==> src/dhp_buf.sv <==
// constants for the host bus port and its two-entry write buffer
`timescale 1ns/1ns
`default_nettype none

package dhp_pkg;
  localparam int          DW            = 16;         // host data bus width
  localparam int          AW            = 3;          // register address width
  localparam int          BW            = 1 + AW + DW; // buffered word: block, addr, data
  localparam logic        BLK_CMD       = 1'b0;       // command block group
  localparam logic        BLK_CTRL      = 1'b1;       // control block group
  localparam logic [2:0]  ADDR_DATA     = 3'h0;       // data port in command block
  localparam logic [2:0]  ADDR_DRVHEAD  = 3'h6;       // drive/head register
  localparam int          DRV_BIT_POS   = 4;          // drive number bit in drive/head
  localparam int          LOW_BYTE      = 8;          // register accesses use low byte
  localparam int          CLK_HZ        = 25_000_000;
  localparam int          CYC_PER_MS    = CLK_HZ / 1000;
  localparam int          ANNOUNCE_MS   = 400;        // second drive must announce by
  localparam int          DETECT_MS     = 450;        // first drive listening window
  localparam int          RELEASE_MS    = 31000;      // presence timeout
  localparam int          ANNOUNCE_CYC  = ANNOUNCE_MS * CYC_PER_MS;
  localparam int          DETECT_CYC    = DETECT_MS * CYC_PER_MS;
  localparam int          RELEASE_CYC   = RELEASE_MS * CYC_PER_MS;
  localparam int          SYNC_FILL_CYC = 3;          // cycles until strap sync is valid
  localparam int          CW            = 32;         // phase counter width

  typedef enum logic [2:0] {
    DHP_ST_START    = 3'b000,
    DHP_ST_ANNOUNCE = 3'b001,
    DHP_ST_DETECT   = 3'b010,
    DHP_ST_WAIT_NEG = 3'b011,
    DHP_ST_ACTIVITY = 3'b100
  } dhp_phase_e;
endpackage : dhp_pkg

`default_nettype wire

`default_nettype none

// two-entry buffer between the strobe capture and the register file
module dhp_skid #(
  parameter int W = 8
) (
  input  wire logic         clock,
  input  wire logic         resetn,
  input  wire logic         in_valid,
  output logic              in_ready,
  input  wire logic [W-1:0] in_data,
  output logic              out_valid,
  input  wire logic         out_ready,
  output logic [W-1:0]      out_data
);
  typedef struct packed {
    logic [1:0][W-1:0] mem;
    logic              wp;
    logic              rp;
    logic [1:0]        cnt;
  } dhp_skid_s;

  dhp_skid_s q_reg;
  dhp_skid_s q_next;
  logic      push;
  logic      pop;

  // honest full and empty flags
  assign in_ready  = (q_reg.cnt != 2'h2);
  assign out_valid = (q_reg.cnt != 2'h0);
  assign out_data  = q_reg.mem[q_reg.rp];
  assign push      = in_valid && in_ready;
  assign pop       = out_valid && out_ready;

  // pointer and occupancy update
  always_comb begin
    q_next = q_reg;
    if (push) begin
      q_next.mem[q_reg.wp] = in_data;
      q_next.wp            = ~q_reg.wp;
    end
    if (pop) begin
      q_next.rp = ~q_reg.rp;
    end
    if (push && !pop) begin
      q_next.cnt = q_reg.cnt + 2'h1;
    end else if (pop && !push) begin
      q_next.cnt = q_reg.cnt - 2'h1;
    end
  end

  always_ff @(posedge clock) begin
    if (!resetn) begin
      q_reg <= '0;
    end else begin
      q_reg <= q_next;
    end
  end
endmodule : dhp_skid

`default_nettype wire

==> src/dhp_port.sv <==
// host bus port of a disk drive: selects, strobes, data bus, presence/activity line
`timescale 1ns/1ns
`default_nettype none

// Contract
// - first chip select routes the access to the command block registers
// - second chip select routes the access to the control block registers
// - second drive asserts presence line within 400 ms of reset release
// - first drive listens for presence up to 450 ms after reset
// - second drive releases presence at first valid command or timeout
// - first drive without second drive may drive line for activity
// - after presence phase ends negated, either drive may signal activity
// - bus is 8 or 16 bits; registers use only low eight bits
// - read strobe falling edge starts driving addressed contents onto bus
// - write strobe rising edge loads bus value into addressed register
// - first/second drive role comes from a static jumper input
// - drive number bit compared with role decides whether drive selected
module dhp_port
  import dhp_pkg::*;
#(
  parameter int DETECT_CYCLES  = dhp_pkg::DETECT_CYC,
  parameter int RELEASE_CYCLES = dhp_pkg::RELEASE_CYC
) (
  input  wire logic                  clock,
  input  wire logic                  resetn,
  input  wire logic                  cmd_block_select_n,
  input  wire logic                  ctrl_block_select_n,
  input  wire logic                  reg_addr_bit0,
  input  wire logic                  reg_addr_bit1,
  input  wire logic                  reg_addr_bit2,
  input  wire logic                  read_strobe_n,
  input  wire logic                  write_strobe_n,
  input  wire logic [dhp_pkg::DW-1:0] host_data_bus_in,
  output logic [dhp_pkg::DW-1:0]     host_data_bus_out,
  output logic                       host_data_bus_oe,
  input  wire logic                  present_activity_n_in,
  output logic                       present_activity_n_out,
  output logic                       present_activity_n_oe,
  input  wire logic                  drive_is_second,
  input  wire logic                  data_port_wide,
  input  wire logic                  cmd_accepted,
  input  wire logic                  drive_busy,
  output logic                       rd_req,
  output logic                       rd_block,
  output logic [dhp_pkg::AW-1:0]     rd_addr,
  input  wire logic [dhp_pkg::DW-1:0] rd_data,
  output logic                       wr_valid,
  input  wire logic                  wr_ready,
  output logic                       wr_block,
  output logic [dhp_pkg::AW-1:0]     wr_addr,
  output logic [dhp_pkg::DW-1:0]     wr_data,
  output logic                       drive_selected,
  output logic                       second_present,
  output logic                       role_second
);
  typedef struct packed {
    logic          cs1_s1;
    logic          cs1_s2;
    logic          cs3_s1;
    logic          cs3_s2;
    logic          rd_s1;
    logic          rd_s2;
    logic          rd_s3;
    logic          wr_s1;
    logic          wr_s2;
    logic          wr_s3;
    logic [AW-1:0] a_s1;
    logic [AW-1:0] a_s2;
    logic [DW-1:0] d_s1;
    logic [DW-1:0] d_s2;
    logic          das_s1;
    logic          das_s2;
    logic          role_s1;
    logic          role_s2;
    logic          role;
    dhp_phase_e    st;
    logic [CW-1:0] cnt;
    logic          present;
    logic          drv_bit;
    logic          rd_req;
    logic          rd_blk;
    logic [AW-1:0] rd_a;
    logic          rd_wide;
    logic          rd_on;
    logic [DW-1:0] rd_dat;
    logic          hold_ok;
    logic          hold_blk;
    logic [AW-1:0] hold_a;
    logic [DW-1:0] hold_d;
    logic          pend;
    logic [BW-1:0] pend_w;
  } dhp_port_s;

  dhp_port_s q_reg;
  dhp_port_s q_next;
  logic      cs_any;
  logic      rd_fall;
  logic      wr_rise;
  logic      selected;
  logic      pend_ready;
  logic      das_drive;
  logic      hold_wide;
  logic [BW-1:0] buf_word;

  // strobe edges and decode on synchronised pins
  assign cs_any   = !q_reg.cs1_s2 || !q_reg.cs3_s2;
  assign rd_fall  = q_reg.rd_s3 && !q_reg.rd_s2;
  assign wr_rise  = !q_reg.wr_s3 && q_reg.wr_s2;
  assign selected = (q_reg.drv_bit == q_reg.role);
  assign hold_wide = (q_reg.hold_blk == BLK_CMD) && (q_reg.hold_a == ADDR_DATA) && data_port_wide;

  // presence line: announce, or activity once the presence phase is over
  always_comb begin
    das_drive = 1'b0;
    case (q_reg.st)
      DHP_ST_ANNOUNCE: das_drive = 1'b1;
      DHP_ST_ACTIVITY: das_drive = drive_busy;
      default:         das_drive = 1'b0;
    endcase
  end

  // phase, capture and read path in one next-state block
  always_comb begin
    q_next         = q_reg;
    q_next.cs1_s1  = cmd_block_select_n;
    q_next.cs1_s2  = q_reg.cs1_s1;
    q_next.cs3_s1  = ctrl_block_select_n;
    q_next.cs3_s2  = q_reg.cs3_s1;
    q_next.rd_s1   = read_strobe_n;
    q_next.rd_s2   = q_reg.rd_s1;
    q_next.rd_s3   = q_reg.rd_s2;
    q_next.wr_s1   = write_strobe_n;
    q_next.wr_s2   = q_reg.wr_s1;
    q_next.wr_s3   = q_reg.wr_s2;
    q_next.a_s1    = {reg_addr_bit2, reg_addr_bit1, reg_addr_bit0};
    q_next.a_s2    = q_reg.a_s1;
    q_next.d_s1    = host_data_bus_in;
    q_next.d_s2    = q_reg.d_s1;
    q_next.das_s1  = present_activity_n_in;
    q_next.das_s2  = q_reg.das_s1;
    q_next.role_s1 = drive_is_second;
    q_next.role_s2 = q_reg.role_s1;
    q_next.rd_req  = 1'b0;
    q_next.cnt     = q_reg.cnt + 32'h0000_0001;

    case (q_reg.st)
      DHP_ST_START: begin
        // strap is latched once its synchroniser has filled
        if (q_reg.cnt >= CW'(SYNC_FILL_CYC - 1)) begin
          q_next.role = q_reg.role_s2;
          q_next.cnt  = '0;
          q_next.st   = q_reg.role_s2 ? DHP_ST_ANNOUNCE : DHP_ST_DETECT;
        end
      end
      DHP_ST_ANNOUNCE: begin
        if (cmd_accepted || (q_reg.cnt >= CW'(RELEASE_CYCLES - 1))) begin
          q_next.st = DHP_ST_WAIT_NEG;
        end
      end
      DHP_ST_DETECT: begin
        if (!q_reg.das_s2) begin
          q_next.present = 1'b1;
          q_next.st      = DHP_ST_WAIT_NEG;
        end else if (q_reg.cnt >= CW'(DETECT_CYCLES - 1)) begin
          q_next.st = DHP_ST_ACTIVITY;
        end
      end
      DHP_ST_WAIT_NEG: begin
        if (q_reg.das_s2) begin
          q_next.st = DHP_ST_ACTIVITY;
        end
      end
      DHP_ST_ACTIVITY: q_next.cnt = q_reg.cnt;
      default:         q_next.st  = DHP_ST_START;
    endcase

    // address and data held while the write strobe is low
    if (!q_reg.wr_s2) begin
      q_next.hold_ok  = cs_any;
      q_next.hold_blk = q_reg.cs1_s2 ? BLK_CTRL : BLK_CMD;
      q_next.hold_a   = q_reg.a_s2;
      q_next.hold_d   = q_reg.d_s2;
    end
    if (pend_ready) begin
      q_next.pend = 1'b0;
    end
    if (wr_rise && q_reg.hold_ok) begin
      q_next.pend   = 1'b1;
      q_next.pend_w = {q_reg.hold_blk, q_reg.hold_a,
                       hold_wide ? q_reg.hold_d
                                 : {{(DW-LOW_BYTE){1'b0}}, q_reg.hold_d[LOW_BYTE-1:0]}};
      if ((q_reg.hold_blk == BLK_CMD) && (q_reg.hold_a == ADDR_DRVHEAD)) begin
        q_next.drv_bit = q_reg.hold_d[DRV_BIT_POS];
      end
    end

    // read: request on falling strobe, drive on the following cycle
    if (rd_fall && cs_any && selected) begin
      q_next.rd_req  = 1'b1;
      q_next.rd_blk  = q_reg.cs1_s2 ? BLK_CTRL : BLK_CMD;
      q_next.rd_a    = q_reg.a_s2;
      q_next.rd_wide = q_reg.cs1_s2 ? 1'b0 : ((q_reg.a_s2 == ADDR_DATA) && data_port_wide);
    end
    if (q_reg.rd_req) begin
      q_next.rd_on  = 1'b1;
      q_next.rd_dat = q_reg.rd_wide ? rd_data
                                    : {{(DW-LOW_BYTE){1'b0}}, rd_data[LOW_BYTE-1:0]};
    end
    if (q_reg.rd_s2 || !cs_any) begin
      q_next.rd_on = 1'b0;
    end
  end

  // register the whole state
  always_ff @(posedge clock) begin
    if (!resetn) begin
      q_reg         <= '0;
      q_reg.cs1_s1  <= 1'b1;
      q_reg.cs1_s2  <= 1'b1;
      q_reg.cs3_s1  <= 1'b1;
      q_reg.cs3_s2  <= 1'b1;
      q_reg.rd_s1   <= 1'b1;
      q_reg.rd_s2   <= 1'b1;
      q_reg.rd_s3   <= 1'b1;
      q_reg.wr_s1   <= 1'b1;
      q_reg.wr_s2   <= 1'b1;
      q_reg.wr_s3   <= 1'b1;
      q_reg.das_s1  <= 1'b1;
      q_reg.das_s2  <= 1'b1;
      q_reg.st      <= DHP_ST_START;
    end else begin
      q_reg <= q_next;
    end
  end

  // write words pass the two-entry buffer so a register file stalled for up to three writes loses none
  dhp_skid #(
    .W (BW)
  ) u_wbuf (
    .clock     (clock),
    .resetn    (resetn),
    .in_valid  (q_reg.pend),
    .in_ready  (pend_ready),
    .in_data   (q_reg.pend_w),
    .out_valid (wr_valid),
    .out_ready (wr_ready),
    .out_data  (buf_word)
  );

  // outputs
  assign wr_block               = buf_word[BW-1];
  assign wr_addr                = buf_word[DW +: AW];
  assign wr_data                = buf_word[DW-1:0];
  assign host_data_bus_out      = q_reg.rd_dat;
  assign host_data_bus_oe       = q_reg.rd_on;
  assign present_activity_n_out = 1'b0; // open drain: only pulls low
  assign present_activity_n_oe  = das_drive;
  assign rd_req                 = q_reg.rd_req;
  assign rd_block               = q_reg.rd_blk;
  assign rd_addr                = q_reg.rd_a;
  assign drive_selected         = selected;
  assign second_present         = q_reg.present;
  assign role_second            = q_reg.role;
endmodule : dhp_port

`default_nettype wire

==> config.mk <==
export PLATFORM = sky130hd
export DESIGN_NAME = dhp_port
export DESIGN_NICKNAME = d
export VERILOG_FILES = /design/src/dhp_buf.sv /design/src/dhp_port.sv
export SDC_FILE = /design/constraint.sdc
export NUM_CORES = 1
export LEC_CHECK = 0
export BUFFER_PORTS_ARGS = -buffer_cell sky130_fd_sc_hd__clkbuf_2
export CAP_MARGIN = 10
export CORE_UTILIZATION = 56
export DETAILED_ROUTE_END_ITERATION = 10
export PLACE_DENSITY = 0.77
export SYNTH_ARGS = -nofsm -noshare
export SYNTH_HDL_FRONTEND = slang
export SYNTH_SLANG_ARGS = --single-unit
==> constraint.sdc <==
create_clock -name clock -period 3 [get_ports clock]
set_input_delay 0.45 -clock clock [delete_from_list [all_inputs] [get_ports clock]]
set_output_delay 0.45 -clock clock [all_outputs]
set_load 0.02 [all_outputs]
== Yosys cells after proc, flatten, opt, wreduce, memory -nomap -nowiden ==
Cells that the tools add are included.

* Bits in registers: 199
* Latch bits: 0
* Bits in writable memories: 0
* Bits in read-only memories: 0
* Output and inout bits: 48
* Memories kept: 0

* Add/subtract/negate cells: 3
* $mul: 0
* Div/mod/pow operators: 0
* $lt $le $gt $ge: 6
* Equality and inequality tests: 11
* Shift operators: 0
* Multiplexer cells: 23
* Bitwise gates (word level): 6
* Reductions and logical operators: 35

{| class="wikitable"
|+ Operators with widths
! cell !! number
|-
| $pmux W32 S2 || 1
|-
| $mux W20 || 3
|-
| $bwmux W40 || 1
|-
| $mux W35 || 1
|-
| $add A32 B1 Y32 const B || 1
|-
| $ge A32 B2 Y1 const B || 1
|-
| $ge A32 B24 Y1 const B || 1
|-
| $ge A32 B30 Y1 const B || 1
|-
| $mux W16 || 2
|-
| $mux W21 || 1
|-
| $demux W20 S1 || 1
|-
| $pmux W3 S5 || 1
|-
| $logic_and A1 B1 Y1 || 14
|-
| $mux W3 || 4
|-
| $logic_not A3 Y1 || 3
|-
| $ne A2 B2 Y1 const B || 4
|-
| $logic_not A1 Y1 || 7
|-
| $eq A3 B2 Y1 const B || 2
|-
| $eq A3 B3 Y1 const B || 2
|-
| $mux W2 || 3
|-
| $mux W6 || 1
|-
| $not A1 Y1 || 6
|-
| $reduce_and A2 Y1 || 3
|-
| $reduce_bool A2 Y1 || 3
|-
| other kinds (12) || 17
|}

== Longest topological paths before layout ==
* Depth after elaboration: 6
* Mapped depth: 9

== Modules after synthesis ==
Synthesis repeated with hierarchy kept, for this count alone.

* Cells, all modules: 820
* Area total of the unflattened synthesis: 7858.8 um^2

{| class="wikitable"
|+ By module, submodules not included
! module !! times used !! cells each !! area each (um^2)
|-
| dhp_port || 1 || 625 || 5884.4
|-
| dhp_skid || 1 || 195 || 1974.4
|}

== Least setup slack after synthesis ==
Ideal clock, no wire load.

* Path type: reg2reg
* From: register q_reg[75] (netlist bit)
* To: register q_reg[96] (netlist bit)
* Setup time: 0.088 ns
* Arrival: 2.084 ns
* Data required time: 2.912 ns
* Path slack: 0.828 ns
* Cell stages (with the launch flop): 9
* Clock period less this slack: 2.172 ns
* Path through: dfxtp_1 -> buf_4 -> nand4_2 -> or2_1 -> buf_6 -> or3_1 -> or4_4 -> or3_1 -> o32ai_2

* Longest elaborated chain between the ends: 3
* Elaborated cells on any way between the ends: 4
* Classes of those cells: 1 x add/sub; 1 x order compare; 2 x mux

{| class="wikitable"
|+ RTL lines
! element !! line !! text
|-
| from (decl) || dhp_port.sv:94 || <nowiki>dhp_port_s q_reg;</nowiki>
|-
| from (signal assigned) || dhp_port.sv:232 || <nowiki>q_reg <= q_next;</nowiki>
|-
| $add A32 B1 Y32 or $ge A32 B2 Y1 (tied branches) || dhp_port.sv:144, dhp_port.sv:149 ||
|-
| $mux W35 || dhp_port.sv:149 || <nowiki>if (q_reg.cnt >= CW'(SYNC_FILL_CYC - 1)) begin</nowiki>
|-
| $pmux W32 S2 (*) || dhp_port.sv:146 || <nowiki>case (q_reg.st)</nowiki>
|}

Every way passes the cells marked *; elsewhere a longest branch is shown, timed or not. The select of a mux whose other input is x is not followed.
A chain may end at the register's enable or synchronous reset.

== Worst setup path in the final report ==
Ends and elaborated chain as after synthesis.

==> results.sh <==
export IMPL_portBuffers=93
export IMPL_final_common_cell="dfxtp_1"
export IMPL_gr_usage_all_layers_pct=22.2
export IMPL_reg2reg_slack_ns=0.63
export IMPL_peakVddDrop_v=0.000357
export IMPL_drt_wl_total_microns=14800
export IMPL_cts_path_max_buffers=2
export IMPL_netlist_area_sq_um=7710
export IMPL_clkSinkCount=199
export IMPL_wl_per_cell_microns=13.6
export IMPL_die_area_sq_um=14200
export IMPL_vias=5627
export IMPL_finalHoldViolCount=0
export IMPL_tns_ns=0
export IMPL_synth_edf_count=0
export IMPL_yosysSeqAreaShare_pct=51.6
export IMPL_drt_pass1_iter_count=4
export IMPL_cts_inserted_buffers=17
export IMPL_clock_root_buffer="clkbuf_16"
export IMPL_worstSetupPathType="flip-flop to flip-flop"
export IMPL_p_per_area_nw_per_um2=633
export IMPL_final_setup_viol_count=0
export IMPL_rows=42
export IMPL_ctsHoldBuffers=0
export IMPL_grt_overflow_total=0
export IMPL_antenna_left=0
export IMPL_drive_gt1_share_pct=18.4
export IMPL_via_per_inst=5.15
export IMPL_cts_reportedPaths_clkPinSlew_ns=0.07
export IMPL_tightest_slew_ns=0.806
export IMPL_dieHeight_microns=119
export IMPL_power_leakage_nw=3.49
export IMPL_async_flop_share_pct=0
export IMPL_final_nets=953
export IMPL_yosys_register_bits=199
export IMPL_grt_pass1_vias=5144
export IMPL_cp_common_cell="or3_1"
export IMPL_yosysWarningCount=0
export IMPL_slew_headroom_pct=46.3
export IMPL_synth_cell_types=55
export IMPL_dp_hpwl_microns=9750
export IMPL_largest_reg_flops=104
export IMPL_status="completed"
export IMPL_grt_pass1_wl_microns=25200
export IMPL_cap_violations=0
export IMPL_critPathMaxStageDelay_ns=0.49
export IMPL_htreeDepth=4
export IMPL_finalCritPeriodShare_pct=78.9
export IMPL_postSynthAreaPerCell_sq_um=9.03
export IMPL_ys_flop_type="dfxtp_1"
export IMPL_cts_setup_buffers=0
export IMPL_ioPinCount=95
export IMPL_skew_ns=0.00561
export IMPL_dpl_cell_count=1060
export IMPL_period_needed_ns=2.37
export IMPL_startpoint_type="flip-flop"
export IMPL_power_mw=5.49
export IMPL_fmax_ghz=0.422
export IMPL_die_x_microns=119
export IMPL_finalInstanceArea_sq_um=8680
export IMPL_initial_core_util_pct=57.8
export IMPL_switching_share_pct=25.8
export IMPL_globalplace_congestion=0.888
export IMPL_critPathSlowestCell="dfxtp_1"
export IMPL_seqPwrFrac_pct=50.8
export IMPL_clock_latency_ns=0.43
export IMPL_num_antenna_cells=0
export IMPL_crit_required_ns=3.34
export IMPL_rsz0062_at_grt="false"
export IMPL_syn_nets=904
export IMPL_cts_repair_resized=0
export IMPL_hold_class="input pin to flip-flop"
export IMPL_cts_tree="done"
export IMPL_final_cell_mix="dfxtp_1 (199), nand2_1 (129), nor2_1 (96)"
export IMPL_placed_cell_area_sq_um=8110
export IMPL_cp_cell_sequence="nand4_2, or2_1, or3_1, or4_4, or3_1, o32ai_2"
export IMPL_syn_inst=854
export IMPL_cp_max_fo=8
export IMPL_cp_data_arrival_time_ns=2.71
export IMPL_internal_power_mw=4.07
export IMPL_p_clk_share_pct=39.1
export IMPL_syn2layout_area_growth_pct=12.5
export IMPL_switchingPower_mw=1.42
export IMPL_antenna_found_initial=0
export IMPL_first_iter_violations=487
export IMPL_final_cells=1092
export IMPL_critPathCaptureType="flip-flop"
export IMPL_grt_max_degree=111
export IMPL_core_area_sq_um=13300
export IMPL_drc=0
export IMPL_final_max_slew_violation_count=0
export IMPL_p_comb_share_pct=10.1
[stage by stage]
stage	setup WS [ns]	utilization, %	hold WS (ns)
after floorplan	0.828	-	0.386
after global placement	0.760	60.7	0.389
after detailed placement	0.713	60.7	0.392
after CTS	0.671	65.0	0.188
after global routing	0.584	65.0	0.192
final	0.633	65.0	0.201
[power groups by stage]
stage / combinational, mW / clock [mW] / sequential (mW)
6_report: 0.554 / 2.15 / 2.79
5_1_grt: 0.613 / 2.30 / 2.80
4_1_cts: 0.559 / 2.19 / 2.79
3_5_place_dp: 0.554 / 0 / 2.85
3_3_place_gp: 0.545 / 0 / 2.84
2_1_floorplan: 0.439 / 0 / 2.81
[cell usage after synthesis (all sizes together), types with 4 or more instances]
master	count	area share, %
a21oi	74	4.8
a22oi	9	0.88
and2	47	3.8
and3	10	0.81
buf	28	2.6
clkbuf	43	2.1
dfxtp	199	52
inv	7	0.34
mux2	20	2.9
mux2i	33	4.3
nand2	131	6.4
nand2b	16	1.3
nand3	15	0.97
nand4	9	0.81
nor2	96	4.7
nor2b	8	0.65
nor3	13	0.84
nor4	9	0.73
nor4b	4	0.45
o21a	4	0.39
o21ai	5	0.32
or2	4	0.32
or3	7	0.63
or4	4	0.44
xnor2	13	1.5
xor2	17	1.9
[area by class of cell]
cell class	count	area (sq um)
fill	1168	4670
sequential	199	3980
multi-input combinational	576	3330
timing repair buffer	102	546
clock buffer	19	453
tap	176	220
clock inverter	13	116
inverter	7	27.5
[cell families (layout without fill, tap and decap cells)]
logic type / count (synthesis) / after routing / synth area share (%)
simple gates: 383 / 383 / 24.0
flops: 199 / 199 / 51.6
compound gates: 106 / 106 / 8.05
fa+ha+maj: 3 / 3 / 0.487
mux: 53 / 53 / 7.20
other cells: 1 / 1 / 0.0486
buf+inv: 79 / 141 / 5.19
xor+xnor: 30 / 30 / 3.41
[path summary, 6_finish.rpt]
kind / startpoint / depth (start not counted) / end
worst max register to register: q_reg[75]$_SDFFE_PN0P_ / 6 / q_reg[96]$_SDFFE_PN0P_
worst min-delay path: cmd_block_select_n / 2 / q_next[153]$_SDFF_PN1_
worst min register to register: q_next[149]$_SDFF_PN1_ / 1 / q_next[148]$_SDFF_PN1_
worst max-delay path: q_reg[75]$_SDFFE_PN0P_ / 6 / q_reg[96]$_SDFFE_PN0P_
[critical path, delay by kind of cell (launching register included)]
kind            cells  cell delay, ns
simple gates        5            1.60
flops               1            0.49
compound gates      1            0.19
[per-layer routing]
layer / wire length [microns] / global-route usage, %
met1: 7340 / 31.1
met2: 6540 / 33.3
met3: 641 / 4.69
met4: 307 / 8.59
met5: 0 / 0
(Power assumes the default switching activity.)
